[config.mk]
export PLATFORM = sky130hd
export DESIGN_NAME = eip_top
export DESIGN_NICKNAME = d
export VERILOG_FILES = /design/src/common/eip_pkg.sv /design/src/verilog/eip_sync.sv /design/src/verilog/eip_top.sv /design/src/verilog/eip_wake.sv
export SDC_FILE = /design/constraint.sdc
export NUM_CORES = 1
export LEC_CHECK = 0
export ABC_CLOCK_PERIOD_IN_PS = 1590
export BUFFER_PORTS_ARGS = -buffer_cell sky130_fd_sc_hd__buf_2
export CAP_MARGIN = 20
export CORE_ASPECT_RATIO = 1.25
export CORE_UTILIZATION = 45
export DETAILED_ROUTE_END_ITERATION = 8
export PLACE_DENSITY = 0.72
export SETUP_SLACK_MARGIN = 0.02
export SYNTH_ARGS = -nofsm -noshare
export SYNTH_HDL_FRONTEND = slang
export SYNTH_SLANG_ARGS = --single-unit
[constraint.sdc]
create_clock -name CLOCK -period 1.59 [get_ports CLOCK]
set_input_delay 0.159 -clock CLOCK [delete_from_list [all_inputs] [get_ports CLOCK]]
set_output_delay 0.159 -clock CLOCK [all_outputs]
set_load 0.005 [all_outputs]
[src/common/eip_pkg.sv]
// Constants, modes and carrier types for the external pin interrupt block
package eip_pkg;
  // Widths
  localparam int NPIN   = 8;
  localparam int NLOW   = 4;
  localparam int ADDR_W = 3;
  localparam int DATA_W = 8;
  localparam int EVT_W  = 2;

  // Register indices on the plain register port
  localparam logic [2:0] REG_SENSE_LOW  = 3'h0;
  localparam logic [2:0] REG_SENSE_HIGH = 3'h1;
  localparam logic [2:0] REG_MASK       = 3'h2;
  localparam logic [2:0] REG_FLAG       = 3'h3;
  localparam logic [2:0] REG_EVT_STAT   = 3'h4;
  localparam logic [2:0] REG_EVT_MASK   = 3'h5;
  localparam logic [2:0] REG_PIN_STATE  = 3'h6;

  // Reset values
  localparam logic [7:0] SENSE_RST = 8'h00;
  localparam logic [7:0] MASK_RST  = 8'h00;
  localparam logic [7:0] ZERO8     = 8'h00;

  // Event status bit positions
  localparam int EVT_WAKE       = 0;
  localparam int EVT_WAKE_NOIRQ = 1;

  // Sense select encodings (hi bit, lo bit)
  localparam logic [1:0] SENSE_LEVEL_LOW = 2'h0;
  localparam logic [1:0] SENSE_ANY       = 2'h1;
  localparam logic [1:0] SENSE_FALL      = 2'h2;
  localparam logic [1:0] SENSE_RISE      = 2'h3;

  // Timing
  localparam int CLK_PERIOD_NS   = 40;
  localparam int WDT_PERIOD_NS   = 1000;
  localparam int WDT_CYCLES      = WDT_PERIOD_NS / CLK_PERIOD_NS;
  localparam int STARTUP_TIME_US = 64;
  localparam int STARTUP_CYCLES  = (STARTUP_TIME_US * 1000) / CLK_PERIOD_NS;
  localparam int WDT_CNT_W       = 5;
  localparam int SUT_CNT_W       = 11;

  // Register port request
  typedef struct packed {
    logic [2:0] addr;
    logic [7:0] wdata;
    logic       wr;
    logic       rd;
  } eip_bus_type;

  // Wake-up events
  typedef struct packed {
    logic wake;
    logic lost;
  } eip_wake_type;
endpackage

[src/verilog/eip_sync.sv]
// Two-stage synchroniser for a vector of pin levels
`timescale 1ns/1ps
module eip_sync #(
  parameter int W = 8
) (
  // Clock and reset
  input  wire logic         clk,
  input  wire logic         rst_n,
  // Data
  input  wire logic [W-1:0] d,
  output logic      [W-1:0] q
);
  logic [W-1:0] meta_r;

  // First stage feeds only the second one
  always_ff @(posedge clk or negedge rst_n) begin
    if (!rst_n) begin
      meta_r <= '1;
      q      <= '1;
    end else begin
      meta_r <= d;
      q      <= meta_r;
    end
  end
endmodule

[src/verilog/eip_top.sv]
// External pin interrupt controller: sense, flags, masks, wake-up and registers
//
// Contract
// - Pin activity requests an interrupt even when the pin drives as output.
// - Low pins: 00 low level, 01 reserved, 10 falling, 11 rising edge.
// - Enabled low-level sensing requests continuously while the pin stays low.
// - High-pin edges are only recognised while the I/O clock runs.
// - Low levels and low-pin edges are detected with the I/O clock stopped.
// - Level wake from power-down samples the level twice at watchdog rate.
// - Wake when level passes both samples or holds to start-up end.
// - Level gone before start-up end: core wakes, no interrupt issued.
// - Low sense register resets to low level; blocked in legacy mode.
// - A request needs the global enable and the pin mask bit set.
// - Changing sense while enabled may give a spurious request.
// - Writing one clears a flag; writing zero leaves it.
// - High pins: 00 low level, 01 any change, 10 falling, 11 rising.
// - Edge or change sets the flag; vector acknowledge clears it.
// - Flags of level-sensed pins always read as cleared.
//
// Strobed register access and the address map are this design's own decisions.
`timescale 1ns/1ps
module eip_top (
  // Clock and reset
  input  wire logic       CLOCK,
  input  wire logic       RST_N,
  // Register port
  input  wire logic [2:0] ADDR,
  input  wire logic [7:0] WDATA,
  input  wire logic       WR,
  input  wire logic       RD,
  output logic      [7:0] RDATA,
  // Pins and core status
  input  wire logic [7:0] EXT_IRQ_PIN,
  input  wire logic       CORE_I_FLAG,
  input  wire logic       IO_CLK_RUN,
  input  wire logic       SLEEP_PWRDN,
  input  wire logic       COMPAT_MODE,
  // Requests to the priority logic and their acknowledge
  output logic      [7:0] IRQ_REQ,
  input  wire logic [7:0] IRQ_ACK,
  // Wake-up and event interrupt
  output logic            WAKE_REQ,
  output logic            IRQ
);
  // Register port request bundle
  eip_pkg::eip_bus_type bus;
  assign bus.addr  = ADDR;
  assign bus.wdata = WDATA;
  assign bus.wr    = WR;
  assign bus.rd    = RD;

  // Sense select decode: true if this pin has an edge event this cycle
  function automatic logic edge_hit(input logic [1:0] mode, input logic cur,
                                    input logic prev, input logic high);
    logic hit;
    hit = 1'b0;
    case (mode)
      eip_pkg::SENSE_ANY:  hit = high && (cur != prev); // reserved on low pins
      eip_pkg::SENSE_FALL: hit = prev && !cur;
      eip_pkg::SENSE_RISE: hit = !prev && cur;
      default:             hit = 1'b0;
    endcase
    return hit;
  endfunction

  // Field select from the two sense registers
  function automatic logic [1:0] sense_of(input logic [15:0] sense, input int n);
    logic [1:0] m;
    m = sense[2*n +: 2];
    return m;
  endfunction

  // Registers
  logic [7:0]                 sense_ctrl_low_r;
  logic [7:0]                 sense_ctrl_high_r;
  logic [7:0]                 ext_irq_mask_reg_r;
  logic [7:0]                 ext_irq_flag_r;
  logic [7:0]                 ext_irq_flag_nxt;
  logic [7:0]                 pin_prev_r;
  logic [7:0]                 pin_prev_nxt;
  logic [eip_pkg::EVT_W-1:0]  evt_stat_r;
  logic [eip_pkg::EVT_W-1:0]  evt_stat_nxt;
  logic [eip_pkg::EVT_W-1:0]  evt_mask_r;
  logic [7:0]                 rdata_nxt;
  logic [7:0]                 irq_req_nxt;

  // Internal wires
  logic [7:0]                 pin_s;
  logic [15:0]                sense_all;
  logic [7:0]                 is_level;
  logic [7:0]                 edge_set;
  logic [7:0]                 level_req;
  logic                       level_wake_hit;
  logic                       starting;
  eip_pkg::eip_wake_type      wake_evt;

  // Pin levels into the clock domain; the pad is read whatever its direction
  eip_sync #(
    .W (eip_pkg::NPIN)
  ) u_sync (
    .clk   (CLOCK),
    .rst_n (RST_N),
    .d     (EXT_IRQ_PIN),
    .q     (pin_s)
  );

  // Level wake-up qualifier for power-down
  eip_wake u_wake (
    .clk       (CLOCK),
    .rst_n     (RST_N),
    .sleep     (SLEEP_PWRDN),
    .level_hit (level_wake_hit),
    .starting  (starting),
    .evt       (wake_evt)
  );

  // Write decode; the low sense register is closed in legacy mode
  wire wr_sense_low  = bus.wr && (bus.addr == eip_pkg::REG_SENSE_LOW) && !COMPAT_MODE;
  wire wr_sense_high = bus.wr && (bus.addr == eip_pkg::REG_SENSE_HIGH);
  wire wr_mask       = bus.wr && (bus.addr == eip_pkg::REG_MASK);
  wire wr_flag       = bus.wr && (bus.addr == eip_pkg::REG_FLAG);
  wire wr_evt_stat   = bus.wr && (bus.addr == eip_pkg::REG_EVT_STAT);
  wire wr_evt_mask   = bus.wr && (bus.addr == eip_pkg::REG_EVT_MASK);

  assign sense_all = {sense_ctrl_high_r, sense_ctrl_low_r};

  // Per-pin sensing, flags and requests
  always_comb begin
    pin_prev_nxt     = pin_prev_r;
    ext_irq_flag_nxt = ext_irq_flag_r;
    is_level         = '0;
    edge_set         = '0;
    level_req        = '0;
    for (int n = 0; n < eip_pkg::NPIN; n++) begin
      is_level[n] = (sense_of(sense_all, n) == eip_pkg::SENSE_LEVEL_LOW);
      if (n < eip_pkg::NLOW) begin
        // Low pins need no I/O clock for edges
        pin_prev_nxt[n] = pin_s[n];
        edge_set[n]     = edge_hit(sense_of(sense_all, n), pin_s[n], pin_prev_r[n], 1'b0);
      end else if (IO_CLK_RUN) begin
        // High pins sample only while the I/O clock runs
        pin_prev_nxt[n] = pin_s[n];
        edge_set[n]     = edge_hit(sense_of(sense_all, n), pin_s[n], pin_prev_r[n], 1'b1);
      end
      // Level request holds as long as the pin is low
      level_req[n] = is_level[n] && !pin_s[n];
      // Clear by one-write or by acknowledge, but a new edge wins
      if ((wr_flag && bus.wdata[n]) || IRQ_ACK[n]) ext_irq_flag_nxt[n] = 1'b0;
      if (edge_set[n]) ext_irq_flag_nxt[n] = 1'b1;
      // Level-sensed pins keep no flag
      if (is_level[n]) ext_irq_flag_nxt[n] = 1'b0;
    end
  end

  // Any enabled low-level pin can start a power-down wake
  assign level_wake_hit = |(level_req & ext_irq_mask_reg_r);

  // Requests need global enable and mask; a sense change while enabled may
  // fire a spurious edge, as the old sample is compared under the new mode
  // Level requests pause during start-up so a lost level yields none
  assign irq_req_nxt = CORE_I_FLAG ? (ext_irq_mask_reg_r &
                       ((ext_irq_flag_nxt & ~is_level) | (level_req & {8{!starting}}))) : '0;

  // Event status: set wins over a write-one clear
  always_comb begin
    evt_stat_nxt = evt_stat_r;
    if (wr_evt_stat) evt_stat_nxt = evt_stat_r & ~bus.wdata[eip_pkg::EVT_W-1:0];
    if (wake_evt.wake) evt_stat_nxt[eip_pkg::EVT_WAKE] = 1'b1;
    if (wake_evt.lost) evt_stat_nxt[eip_pkg::EVT_WAKE_NOIRQ] = 1'b1;
  end

  // Read mux; unmapped indices read zero
  always_comb begin
    rdata_nxt = eip_pkg::ZERO8;
    if (bus.rd) begin
      case (bus.addr)
        eip_pkg::REG_SENSE_LOW:  rdata_nxt = COMPAT_MODE ? eip_pkg::ZERO8 : sense_ctrl_low_r;
        eip_pkg::REG_SENSE_HIGH: rdata_nxt = sense_ctrl_high_r;
        eip_pkg::REG_MASK:       rdata_nxt = ext_irq_mask_reg_r;
        eip_pkg::REG_FLAG:       rdata_nxt = ext_irq_flag_r & ~is_level;
        eip_pkg::REG_EVT_STAT:   rdata_nxt = {6'h00, evt_stat_r};
        eip_pkg::REG_EVT_MASK:   rdata_nxt = {6'h00, evt_mask_r};
        eip_pkg::REG_PIN_STATE:  rdata_nxt = pin_s;
        default:                 rdata_nxt = eip_pkg::ZERO8;
      endcase
    end
  end

  // Configuration registers; low sense resets to low level on every pin
  always_ff @(posedge CLOCK or negedge RST_N) begin
    if (!RST_N) begin
      sense_ctrl_low_r   <= eip_pkg::SENSE_RST;
      sense_ctrl_high_r  <= eip_pkg::SENSE_RST;
      ext_irq_mask_reg_r <= eip_pkg::MASK_RST;
      evt_mask_r         <= '0;
    end else begin
      if (wr_sense_low)  sense_ctrl_low_r   <= bus.wdata;
      if (wr_sense_high) sense_ctrl_high_r  <= bus.wdata;
      if (wr_mask)       ext_irq_mask_reg_r <= bus.wdata;
      if (wr_evt_mask)   evt_mask_r         <= bus.wdata[eip_pkg::EVT_W-1:0];
    end
  end

  // Detection state and status
  always_ff @(posedge CLOCK or negedge RST_N) begin
    if (!RST_N) begin
      pin_prev_r     <= '1;
      ext_irq_flag_r <= '0;
      evt_stat_r     <= '0;
    end else begin
      pin_prev_r     <= pin_prev_nxt;
      ext_irq_flag_r <= ext_irq_flag_nxt;
      evt_stat_r     <= evt_stat_nxt;
    end
  end

  // Registered outputs; wake also follows enabled low-pin edge flags
  always_ff @(posedge CLOCK or negedge RST_N) begin
    if (!RST_N) begin
      RDATA    <= '0;
      IRQ_REQ  <= '0;
      WAKE_REQ <= 1'b0;
      IRQ      <= 1'b0;
    end else begin
      RDATA    <= rdata_nxt;
      IRQ_REQ  <= irq_req_nxt;
      WAKE_REQ <= wake_evt.wake ||
                  (SLEEP_PWRDN && |(ext_irq_flag_nxt[eip_pkg::NLOW-1:0] & ext_irq_mask_reg_r[eip_pkg::NLOW-1:0]));
      IRQ      <= |(evt_stat_nxt & evt_mask_r);
    end
  end
endmodule

[src/verilog/eip_wake.sv]
// Level wake-up qualifier: watchdog-rate double sample and start-up timer
`timescale 1ns/1ps
module eip_wake (
  // Clock and reset
  input  wire logic                  clk,
  input  wire logic                  rst_n,
  // Core state and qualified level
  input  wire logic                  sleep,
  input  wire logic                  level_hit,
  // Results
  output logic                       starting,
  output eip_pkg::eip_wake_type      evt
);
  typedef enum logic [1:0] {W_IDLE, W_SAMPLE1, W_START} eip_wstate_type;

  localparam logic [4:0]  WDT_LAST = 5'(eip_pkg::WDT_CYCLES - 1);
  localparam logic [10:0] SUT_LAST = 11'(eip_pkg::STARTUP_CYCLES - 1);

  eip_wstate_type                   state_r, state_nxt;
  logic [eip_pkg::WDT_CNT_W-1:0]    wdt_r;
  logic [eip_pkg::SUT_CNT_W-1:0]    sut_r;
  eip_pkg::eip_wake_type            evt_nxt;
  wire                              tick = (wdt_r == WDT_LAST);
  wire                              sut_end = (sut_r == SUT_LAST);

  // Watchdog oscillator stand-in: one tick per nominal period
  always_ff @(posedge clk or negedge rst_n) begin
    if (!rst_n) wdt_r <= '0;
    else        wdt_r <= tick ? '0 : wdt_r + 5'h01;
  end

  // Level is seen on two successive ticks before wake
  always_comb begin
    state_nxt = state_r;
    evt_nxt   = '0;
    case (state_r)
      W_IDLE: begin
        if (sleep && tick && level_hit) state_nxt = W_SAMPLE1;
      end
      W_SAMPLE1: begin
        if (!sleep) begin
          state_nxt = W_IDLE;
        end else if (tick) begin
          state_nxt   = level_hit ? W_START : W_IDLE;
          evt_nxt.wake = level_hit;
        end
      end
      W_START: begin
        // Wake already given; the request only counts if level survives
        if (sut_end) begin
          state_nxt    = W_IDLE;
          evt_nxt.lost = !level_hit;
        end
      end
      default: state_nxt = W_IDLE;
    endcase
  end

  // Start-up timer runs only through the start-up phase
  always_ff @(posedge clk or negedge rst_n) begin
    if (!rst_n) begin
      state_r <= W_IDLE;
      sut_r   <= '0;
      evt     <= '0;
    end else begin
      state_r <= state_nxt;
      sut_r   <= (state_r == W_START) ? sut_r + 11'h001 : '0;
      evt     <= evt_nxt;
    end
  end

  assign starting = (state_r == W_START);
endmodule
# Word-level counts from Yosys, hierarchy flattened
# Cells that the tools add are included.
[word_totals]
regBits = 98
latch_bits = 0
ram_bits = 0
romBits = 0
inputBits = 35
out_inout_bits = 18
wordCells = 209
n_memories = 0
[op_classes]
add_sub_neg = 2
n_mul = 0
div = 0
magnitude_cmp = 0
n_eq_ne = 37
shift = 0
muxes = 56
bitwise_logic = 11
n_reduce_logical = 84
[op_table]
columns = ["cell", "count"]
rows = [
  ["8-bit case mux with 7 select lines", 1],
  ["1-bit logical AND", 42],
  ["8-bit bitwise AND", 5],
  ["1-bit two-way mux", 35],
  ["2-bit equality test, second input constant", 17],
  ["8-bit two-way mux", 3],
  ["1-bit logical NOT", 19],
  ["2-bit logical NOT", 9],
  ["2-bit two-way mux", 6],
  ["1-bit case mux with 3 select lines", 4],
  ["11-bit by 1-bit adder with 11-bit output, second input constant", 1],
  ["11-bit equality test, second input constant", 1],
  ["11-bit two-way mux", 1],
  ["2-bit by 1-bit equality test with 1-bit output, second input constant", 5],
  ["3-bit equality test, second input constant", 3],
  ["1-bit logical OR", 9],
  ["8-bit inverter", 1],
  ["8-bit bitwise OR", 1],
  ["1-bit case mux with 2 select lines", 4],
  ["8-bit OR reduction", 1],
  ["3-bit by 2-bit equality test with 1-bit output, second input constant", 2],
  ["2-bit case mux with 3 select lines", 1],
  ["5-bit by 1-bit adder with 5-bit output, second input constant", 1],
  ["5-bit equality test, second input constant", 1],
  ["other kinds (12)", 17],
]

# Logic depth before layout (Yosys ltp)
# Gate-level depths: netlist of the first run.
[depth]
ltp_word = 11
depth_mapped = 7
ltp_nobuf = 7

# Hierarchy
# A second synthesis of the first run with hierarchy kept.
[hier_totals]
hier_cells = 394
area_unflattened_um2 = 4524.3
[by_module_without_submodules]
columns = ["mod", "n_inst", "cells_each", "area_each_um2", "seq_area_each_um2"]
rows = [
  ["eip_top", 1, 290, 3170.5, 1561.5],
  ["eip_wake", 1, 88, 933.4, 500.5],
  ["eip_sync", 1, 16, 420.4, 420.4],
]

# Worst setup path after synthesis of the first run
# Ideal clock, no wire load.
[synth_timing]
path_type = "reg2reg"
start = "register u_sync.q[7]"
end = "register IRQ_REQ[7]"
setup_time_ns = 0.120
t_arrival_ns = 1.328
t_required_ns = 1.470
path_slack_ns = 0.142
path_stages_with_launch = 8
n_path_buf = 0
synth_period_minus_slack_ns = 1.448
path_cell_list = "dfstp_2 > inv_1 > ha_1 > mux2i_1 > mux2i_1 > a21oi_1 > nor2_1 > o211a_1"
[synth_via]
elab_chain_cells = 10
elab_cells_between_ends = 14
classes_between = "eq/ne (1); mux (5); bitwise (4); reduce/logical (4)"
[synth_lines]
columns = ["item", "line", "source"]
rows = [
  ["start, declared", "eip_sync.sv:11", "output logic [W-1:0] q"],
  ["start signal, assigned", "eip_sync.sv:22", "q <= meta_r;"],
  ["1-bit logical NOT", "eip_top.sv:59", "eip_pkg::SENSE_FALL: hit = prev && !cur;"],
  ["1-bit logical AND", "eip_top.sv:59", ""],
  ["1-bit case mux with 3 select lines *", "eip_top.sv:57", "case (mode)"],
  ["1-bit two-way mux *", "eip_top.sv:140", "end else if (IO_CLK_RUN) begin"],
  ["1-bit two-way mux *", "eip_top.sv:149", "if (edge_set[n]) ext_irq_flag_nxt[n] = 1'b1;"],
  ["1-bit two-way mux *", "eip_top.sv:151", "if (is_level[n]) ext_irq_flag_nxt[n] = 1'b0;"],
  ["net ext_irq_flag_nxt[7]", "eip_top.sv:78", "logic [7:0] ext_irq_flag_nxt;"],
  ["8-bit bitwise AND *", "eip_top.sv:162", "((ext_irq_flag_nxt & ~is_level) | (level_req & {8{!starting}}))) : '0;"],
  ["8-bit bitwise OR *", "eip_top.sv:162", ""],
  ["8-bit bitwise AND *", "eip_top.sv:161", "assign irq_req_nxt = CORE_I_FLAG ? (ext_irq_mask_reg_r &"],
  ["8-bit two-way mux *", "eip_top.sv:161", ""],
  ["net irq_req_nxt[7]", "eip_top.sv:85", "logic [7:0] irq_req_nxt;"],
  ["end signal, assigned", "eip_top.sv:226", "IRQ_REQ <= irq_req_nxt;"],
  ["end, declared", "eip_top.sv:39", "output logic [7:0] IRQ_REQ,"],
]
# Mark *: on every way through the listed nets, which the timed path passes. The rest lies on a longest branch.
# A chain may end at the register's enable or synchronous reset.

# Final worst setup path of the first run
# Same ends and word-level chain as after synthesis.

==> results of run 1 <==
-- through the flow --
stage	hold WS [ps]	area [um2]	setup TNS (ps)
2_1_floorplan	-136.6	4518	0
3_3_place_gp	130.7	5206	0
3_5_place_dp	132.6	5206	-23.23
4_1_cts	49.25	5575	-8.106
5_1_grt	65.97	5704	-206.0
6_report	55.80	5704	-32.80
-- cells in the final DEF (no fill, tap or decap), drive strengths merged, types with 4 or more instances in the layout --
cell and instances:
buf 102, dfrtp 74, nand2 36, nor2 34, dfstp 24, o21ai 23, mux2 21, inv 20
nand3 15, clkbuf 15, mux2i 12, nand2b 11, a21oi 11, ha 11, dlygate4sd3 9, xor2 7
a22oi 7, a21o 7, o22ai 7, nor4b 7, and3 5, nor3 5, a31oi 5, a21boi 5
xnor2 4, nor2b 4, a211oi 4
-- how the worst min path moves through the flow --
stage	from	to	slack (ps)	cells past startpoint
after floorplan	RST_N	IRQ$_DFF_PN0_	-140	0
final	RD	RDATA[6]$_DFF_PN0_	60	2
after CTS	RD	RDATA[6]$_DFF_PN0_	50	2
after global routing	RD	RDATA[6]$_DFF_PN0_	70	2
after detailed placement	RST_N	IRQ_REQ[5]$_DFF_PN0_	130	1
after global placement	RST_N	IRQ_REQ[5]$_DFF_PN0_	130	1
-- critical path, delay by kind of cell, from the launching register on --
kind / cells / cell delay, ps
DFF: 1 / 550
AOI/OAI and AO/OA: 2 / 390
muxes: 2 / 300
adders and majority gates: 1 / 140
and+or+nand+nor: 1 / 70
buffers and inverters: 1 / 60
-- power by group --
group	internal [W]	leakage (nW)	switching (W)	total (W)
sequential	0.00279	1.21	0.000261	0.00305
combinational	0.000627	1.36	0.000584	0.00121
clock	0.00106	0.122	0.000855	0.00192
-- metal layers --
metal	track usage [%]	vias up	part of all wire, %
met5	0	-	0
met4	10.58	0	2.3
met3	6.467	19	5.9
met2	37.69	105	51
met1	26.72	1691	41
li1	-	1638	-
-- repair_timing --
| item | in CTS | in global routing |
|---|---|---|
| buffers inserted | 1 | 5 |
| pin swaps | 5 | 9 |
| hold endpoints to repair | 28 | 0 |
| endpoints found under the setup margin | 5 | 10 |
| hold buffers | 9 | 0 |
| resized for setup | 3 | 27 |
-- area by class of cell --
type / instances / area share [%]
Tap cell: 126 / 2.764
Clock buffer: 15 / 4.343
Clock inverter: 1 / 0.08774
Inverter: 20 / 1.316
Sequential cell: 98 / 43.56
Timing Repair Buffer: 111 / 13.27
Multi-Input combinational cell: 271 / 34.66
-- sequential cells by signal, indices dropped and copies added, names as in the netlist --
register	flops
pin_prev_r	8
u_sync.q	8
sense_ctrl_high_r	8
IRQ	1
evt_stat_r	2
sense_ctrl_low_r	8
ext_irq_flag_r	8
WAKE_REQ	1
RDATA	8
ext_irq_mask_reg_r	8
IRQ_REQ	8
u_wake.sut_r	11
u_wake.evt	2
evt_mask_r	2
u_wake.wdt_r	5
u_sync.meta_r	8
u_wake.state_r	2
-- logic make-up after synthesis --
logic type	after synthesis	synth area share, %
multiplexers	33	8.557
adder cells (fa/ha/maj)	11	3.046
AO/OA/AOI/OAI	86	12.85
buffers and inverters	35	3.600
XOR/XNOR	11	2.132
flip-flops	98	54.94
AND/OR/NAND/NOR	130	14.87
==> impl.org, run 1 <==
** Yosys
- Yosys mapped a number of flops with a built-in enable equal to 0.
- Post-synth top cells :: 74 x sky130_fd_sc_hd__dfrtp_1, 35 x sky130_fd_sc_hd__nand2_1, 34 x sky130_fd_sc_hd__nor2_1, 24 x sky130_fd_sc_hd__dfstp_2, 20 x sky130_fd_sc_hd__inv_1
- Share of synthesized flip-flops with an asynchronous set or reset :: 100.0%
- Summed over all instances, the cell type with the most area after synthesis is sky130_fd_sc_hd__dfrtp_1.
- Yosys top cell area share :: 40.99%
- Net count after synthesis :: 450
- Mapped Area :: approximately 4500 um2
- Library cell with the highest instance count after synthesis :: sky130_fd_sc_hd__dfrtp_1
- Post-synthesis instance total :: between 400 and 500
- Yosys printed 0 warnings.
- Syn avg cell area :: 11.18 um2
- Leading register cell type out of synthesis :: sky130_fd_sc_hd__dfrtp_1
- Distinct cell type count after synthesis :: 53
- Yosys attributes the largest share of cell area to sky130_fd_sc_hd__dfrtp_1 41%, sky130_fd_sc_hd__dfstp_2 14%, sky130_fd_sc_hd__mux2_2 3.2%.
- Number of register bits inferred by synthesis :: 98
- Sequential cells were found to cover between 50 and 60% of the synthesized design area.

** Critical path
- Capturing element of the worst setup path :: IRQ_REQ[7]$_DFF_PN0_
- Largest fanout on the critical path :: 3
- On the worst path, the slowest cell contributes a delay of 550 ps.
- CP max stage cell :: sky130_fd_sc_hd__dfstp_2
- For the worst setup path, the data required time is 1810 ps.
- Worst flop-to-flop path startpoint :: u_sync.q[7]$_DFF_PN1_
- Tracing the worst setup path back leads to its startpoint at u_sync.q[7]$_DFF_PN1_.
- STA puts the critical path data arrival time at 1850 ps.
- R2r endpoint :: IRQ_REQ[7]$_DFF_PN0_
- STA classifies the critical path endpoint as a register.
- The worst setup path is of the register to register kind.
- Cell breakdown of the critical path :: inv_2 > ha_4 > mux2i_1 > mux2i_1 > a21oi_1 > nor2_1 > o211a_1
- Critical Path Source Type :: register
- R2R cell count :: 7
- Across all register-to-register paths, the minimum setup slack is -30 ps.
- The most numerous cell type found on the critical path is sky130_fd_sc_hd__mux2i_1.

** Detailed routing
- The routed design has roughly 11 mm of wire.
- Routed WL per cell :: 16.93 um
- For this run, design rule violations remaining after detail routing come to 0.
- Dividing the detail-routed via count by the number of cells gives 5.379.
- Before antenna repair, the detailed router went through 5 iterations.
- The detailed router finished its first iteration with between 150 and 200 violations.
- Via count :: 3,453
- Count of antenna-violating nets left after detailed routing :: 0

** STA
- Finish-stage setup viols :: 1
- After layout, the worst path uses 102.1% of the clock period.
- The number of max-slew violations in the final report came to 0.
- Top achievable clock speed :: a little over 600 MHz
- For the finished layout, the period the worst path requires is 1623 ps.
- Count of final hold-check violations :: 0
- For the final database, setup skew stands at approximately 6.7 ps.
- In the post-route analysis, the smallest setup slack over all paths is -32.80 ps.
- Setup repair after global routing missed its margin :: yes
- Actual transition at the worst max-transition pin :: a little over 500 ps
- The worst pin sits at a relative slew slack of 65.37%.

** Die
- The die covers ~10,000 um2.
- Row generation in the floorplan step produced 40 rows.
- In this run the vertical extent of the chip is 114.0 um.
- CORE AREA :: 9709 um2
- Measured along the x axis, the die boundary spans approximately 92 um.
- Starting density of the core :: between 40% and 50%
- I/O pin count :: 53

** Power
- Post-route total power :: 0.006180 W
- In this run the power density over the cells is 1083 nW/um2.
- Max VDD drop :: around 0.47 mV
- Static Leakage :: 2.697 nW

** Placed design
- Routability congestion estimate :: 0.8506
- Number of port buffers :: 52
- OpenSTA, run right after detailed placement, puts the worst setup slack at -20.03 ps.
- Post-DP HPWL :: 7.618 mm
- Placed instance count :: slightly above 600

** Clock tree
- The clock net in this run drives a total of around 100 sinks.
- CTS Buf Count :: 9
- No sink is reached through more buffers than the 2 on the longest clock path.
- The clock reaches the later pin of the worst-skew pair after 340 ps.
- TritonCTS clock tree :: built
- The tree is rooted in a sky130_fd_sc_hd__clkbuf_16.
- Clock slew at reported path FFs :: roughly 60 ps
- Number of levels in the clock H-tree :: 3

** Final layout
- Of the cells placed in the final design, the portion with a size suffix greater than 1 is 35.85%.
- Summing all multi-input logic gate instances after layout gives between 1500 and 2000 um2.
- Antenna diode count :: 0
- From synthesis to final layout, the design area changed by 26.25%.
- Number of filler instances in the final layout :: 799
- Post-layout utilization of the core :: 58.75%
- After the last flow step, the layout net total stands at ~560.
- Register Area :: between 2000 and 2500 um2
- Layout Cells excl Fill :: 642

** Global routing
- Global-route wire length before repair :: 17.78 mm
- Global routing finished with a remaining overflow of 0.
- Largest net degree at the start of global routing :: 46
- The via count of the first global-routing pass was 3,630.
- The initial antenna violation count was 0.
- Global-route usage over all layers :: 22.51%

** Status
- The flow ran to the end, but the final reports show violations.
- Failing checks :: setup timing

** Worst hold path
- In this run the worst hold path is classified as input port to register.

** Job
- Across the run, the number of max-cap violations was 0.
Power figures use the tool's default switching activity.
==> inputs of run 2 (changes only) <==
--- a/config.mk
+++ b/config.mk
@@ -9,9 +9,9 @@
 export BUFFER_PORTS_ARGS = -buffer_cell sky130_fd_sc_hd__buf_2
 export CAP_MARGIN = 20
 export CORE_ASPECT_RATIO = 1.25
+export CORE_MARGIN = 2
 export CORE_UTILIZATION = 45
 export DETAILED_ROUTE_END_ITERATION = 8
-export PLACE_DENSITY = 0.72
 export SETUP_SLACK_MARGIN = 0.02
 export SYNTH_ARGS = -nofsm -noshare
 export SYNTH_HDL_FRONTEND = slang
==> run 2 against run 1 <==
Against the previous run:
- worst setup slack improved by 83 ps
- sequential cell count is the same
- combinational power grew 7%
- count of clock-buffer cells in the layout decreased by 3
- non-clock buffer count grew 3
- first-iteration DRC count is 37% lower
- routed wire length down 0.69%
- the flow now finishes without violations
- largest power group unchanged
==> impl.org, run 2 (synthesized netlist as in run 1, its figures left out) <==
** Global routing
- The initial antenna violation count is 0 (unchanged).
- The via count of the first global-routing pass is 3,445 (was 3,630).
- The largest net degree at the start of global routing came to 48 (was 46).
- Global-route wire length before repair :: 17.55 mm (was 17.78 mm)
- The global routing usage summed across all routing layers is 21.38% (was 22.51%).
- Total grt overflow :: 0 (unchanged)

** Detailed routing
- The DRC violations left is 0 (unchanged).
- Mean number of vias per cell :: 5.316 (was 5.379)
- The violation count after the first detailed-routing iteration is 122 (was 195).
- The length of the first detailed-routing pass in iterations is 4 (was 5).
- The post-detailed-routing wire length came to 10.80 mm (was 10.87 mm).
- Via count :: 3,429 (was 3,453)
- The number of nets still failing antenna checks after routing is 0 (unchanged).
- The detail-routed net length per standard cell is 16.74 um (was 16.93 um).

** Critical path
- The longest individual stage delay on the worst path is 540 ps (was 550 ps).
- CP arrival :: 1780 ps (was 1850 ps)
- R2r endpoint :: WAKE_REQ$_DFF_PN0_ (was IRQ_REQ[7]$_DFF_PN0_)
- The largest fanout on the critical path is 4 (was 3).
- The cell depth of the worst flop-to-flop path was 6 (was 7).
- Cell breakdown of the critical path :: buf_6 > nand2b_4 > o22ai_4 > a31oi_4 > nand4_1 > a21o_1 (was inv_2 > ha_4 > mux2i_1 > mux2i_1 > a21oi_1 > nor2_1 > o211a_1)
- The slowest cell on the critical path was sky130_fd_sc_hd__dfstp_2 (unchanged).
- Worst setup path class :: register to register (unchanged)
- Worst endpoint required time :: 1830 ps (was 1810 ps)
- Critical Path Source Type :: register (unchanged)
- Critical Path End Type :: register (unchanged)
- Worst reg-to-reg setup slack :: 50 ps (was -30 ps)
- The critical register-to-register path startpoint is u_sync.q[2]$_DFF_PN1_ (was u_sync.q[7]$_DFF_PN1_).

** Placed design
- Placed cell areas :: 5186 um2 (was 5206 um2)
- The count of input and output buffers came to 52 (unchanged).
- Post-DP HPWL :: 7.766 mm (was 7.618 mm)
- Placed instance count :: 610 (was 611)
- Routability congestion estimate :: 0.8469 (was 0.8506)

** STA
- Relative slew slack :: 68.18% (was 65.37%)
- The slew at the pin with the worst max-slew slack came to 476.0 ps (was 518.1 ps).
- The number of failing setup endpoints in the final timing report came to 0 (was 1).
- Top achievable clock speed :: 649.4 MHz (was 616.2 MHz)
- Post-route clock period utilization :: 96.84% (was 102.1%)
- The number of hold violations in the final report was 0 (unchanged).
- The time the final worst path needs with I/O delays and setup is 1540 ps (was 1623 ps).
- Worst-case clock skew :: 4.660 ps (was 6.676 ps)
- Setup repair after global routing missed its margin: yes (unchanged).
- The number of max-slew violations in the final report is 0 (unchanged).

** Clock tree
- The clock tree from TritonCTS is built (unchanged).
- The clock insertion delay at the later pin of the skew report came to 350 ps (was 340 ps).
- The cell at the root of the clock tree is sky130_fd_sc_hd__clkbuf_16 (unchanged).
- The count of H-tree levels built during CTS is 3 (unchanged).
- Clock slew at reported path FFs :: 70 ps (was 60 ps)
- The number of buffers added by the clock tree synthesis step was 9 (unchanged).
- Number of sinks handled by clock tree synthesis :: 98 (unchanged)
- The buffer levels on the longest clock path is 2 (unchanged).

** Die
- CORE AREA :: 9709 um2 (unchanged)
- I/O pin count :: 53 (unchanged)
- Die outline height :: 116.0 um (was 114.0 um)
- Starting density of the core :: 46.53% (unchanged)
- The floorplan row count came to 40 (unchanged).
- The floorplan die width was 93.62 um (was 91.62 um).
- The floorplan die area is 10,860 um2 (was 10,450 um2).

** Worst hold path
- The worst hold-check path type is input port to register (unchanged).
- The startpoint of the most critical hold path was SLEEP_PWRDN (was RD).
- The number of stages on the worst hold path came to 2 (unchanged).
- The sink of the worst hold path is WAKE_REQ$_DFF_PN0_ (was RDATA[6]$_DFF_PN0_).

** Status
- Status :: complete, no violations (was complete, but fails checks)

** Final layout
- Cell area after layout :: 5877 um2 (was 5704 um2)
- Highest-count cells in the layout ignoring fill and taps :: 73 x sky130_fd_sc_hd__dfrtp_1, 51 x sky130_fd_sc_hd__buf_2, 50 x sky130_fd_sc_hd__buf_4 (was 72 x sky130_fd_sc_hd__dfrtp_1, 51 x sky130_fd_sc_hd__buf_2, 48 x sky130_fd_sc_hd__buf_4)
- Top register by number of flip-flops :: u_wake.sut_r (unchanged)
- The final antenna diode count came to 0 (unchanged).
- The number of nets in the layout came to 560 (was 557).
- The fraction of final layout cells with drive strength greater than 1 is 40.08% (was 35.85%).
- Number of flip-flops in the largest register :: 11 (unchanged)
- Most common cell after layout, fill and taps aside :: sky130_fd_sc_hd__dfrtp_1 (unchanged)
- The area growth from synthesis to layout is 30.07% (was 26.25%).
- Layout Cells excl Fill :: 645 (was 642)
- Post-layout utilization of the core :: 60.53% (was 58.75%)

** Power
- The power density over cell area is 1142 nW/um2 (was 1083 nW/um2).
- Max VDD drop :: 0.6138 mV (was 0.4688 mV)
- Static Leakage :: 2.755 nW (was 2.697 nW)

** Job
- Number of violations of the max-capacitance limit :: 0 (unchanged)
run 2: what timing repair did:
item                                   in CTS  in global routing
pin swaps                                   5                 19
hold buffers                                9                  0
setup endpoints to repair                   8                 11
resized for setup                           7                 44
setup buffers                               1                 10
endpoints found under the hold margin      29                  0
run 2: cell type report:
type / count / area (um2)
Fill cell: 855 / 3832
Timing Repair Buffer: 114 / 774.5
Tap cell: 126 / 157.7
Sequential cell: 98 / 2484
Clock buffer: 12 / 256.5
Inverter: 20 / 75.07
Clock inverter: 4 / 73.82
Multi-Input combinational cell: 271 / 2056
run 2: critical path, delay by kind of cell (launching register included):
family | cells | cell delay [ps]
and+or+nand+nor | 2 | 300
DFF | 1 | 540
AOI/OAI and AO/OA | 3 | 480
buffers and inverters | 1 | 100
run 2: power breakdown:
part           leakage, nW  switching (W)  internal, W
logic                 1.38       0.000625     0.000677
registers             1.21       0.000240      0.00279
clock network        0.163       0.000915      0.00146
run 2: worst max path at each step:
stage | start | end | slack [ps] | cells after the start
finish | u_sync.q[2]$_DFF_PN1_ | WAKE_REQ$_DFF_PN0_ | 50 | 6
global route | u_sync.q[7]$_DFF_PN1_ | IRQ_REQ[7]$_DFF_PN0_ | -80 | 7
detailed placement | sense_ctrl_low_r[4]$_DFFE_PN0P_ | WAKE_REQ$_DFF_PN0_ | -100 | 7
floorplan | u_sync.q[7]$_DFF_PN1_ | IRQ_REQ[7]$_DFF_PN0_ | 140 | 7
global placement | sense_ctrl_low_r[4]$_DFFE_PN0P_ | WAKE_REQ$_DFF_PN0_ | -80 | 7
CTS | u_sync.q[2]$_DFF_PN1_ | WAKE_REQ$_DFF_PN0_ | -9 | 7
run 2: through the flow:
stage / setup slack, ps / power [W] / TNS [ps] / hold WS, ps
global placement: -78.81 / 0.004176 / -110.3 / 106.4
floorplan: 141.5 / 0.003633 / 0 / -136.6
detailed placement: -97.68 / 0.004199 / -133.7 / 112.7
CTS: -9.349 / 0.006627 / -9.349 / 57.56
global route: -75.26 / 0.007042 / -96.08 / 58.36
finish: 50.20 / 0.006713 / 0 / 54.20
run 2: per-layer routing:
metal | vias up | part of all wire, % | GRT usage (%) | wire (um)
li1 | 1647 | - | - | -
met1 | 1681 | 44 | 27.44 | 4697
met2 | 81 | 51 | 36.35 | 5462
met3 | 20 | 3.3 | 2.991 | 360
met4 | 0 | 2.5 | 9.275 | 275
met5 | - | 0 | 0 | 0
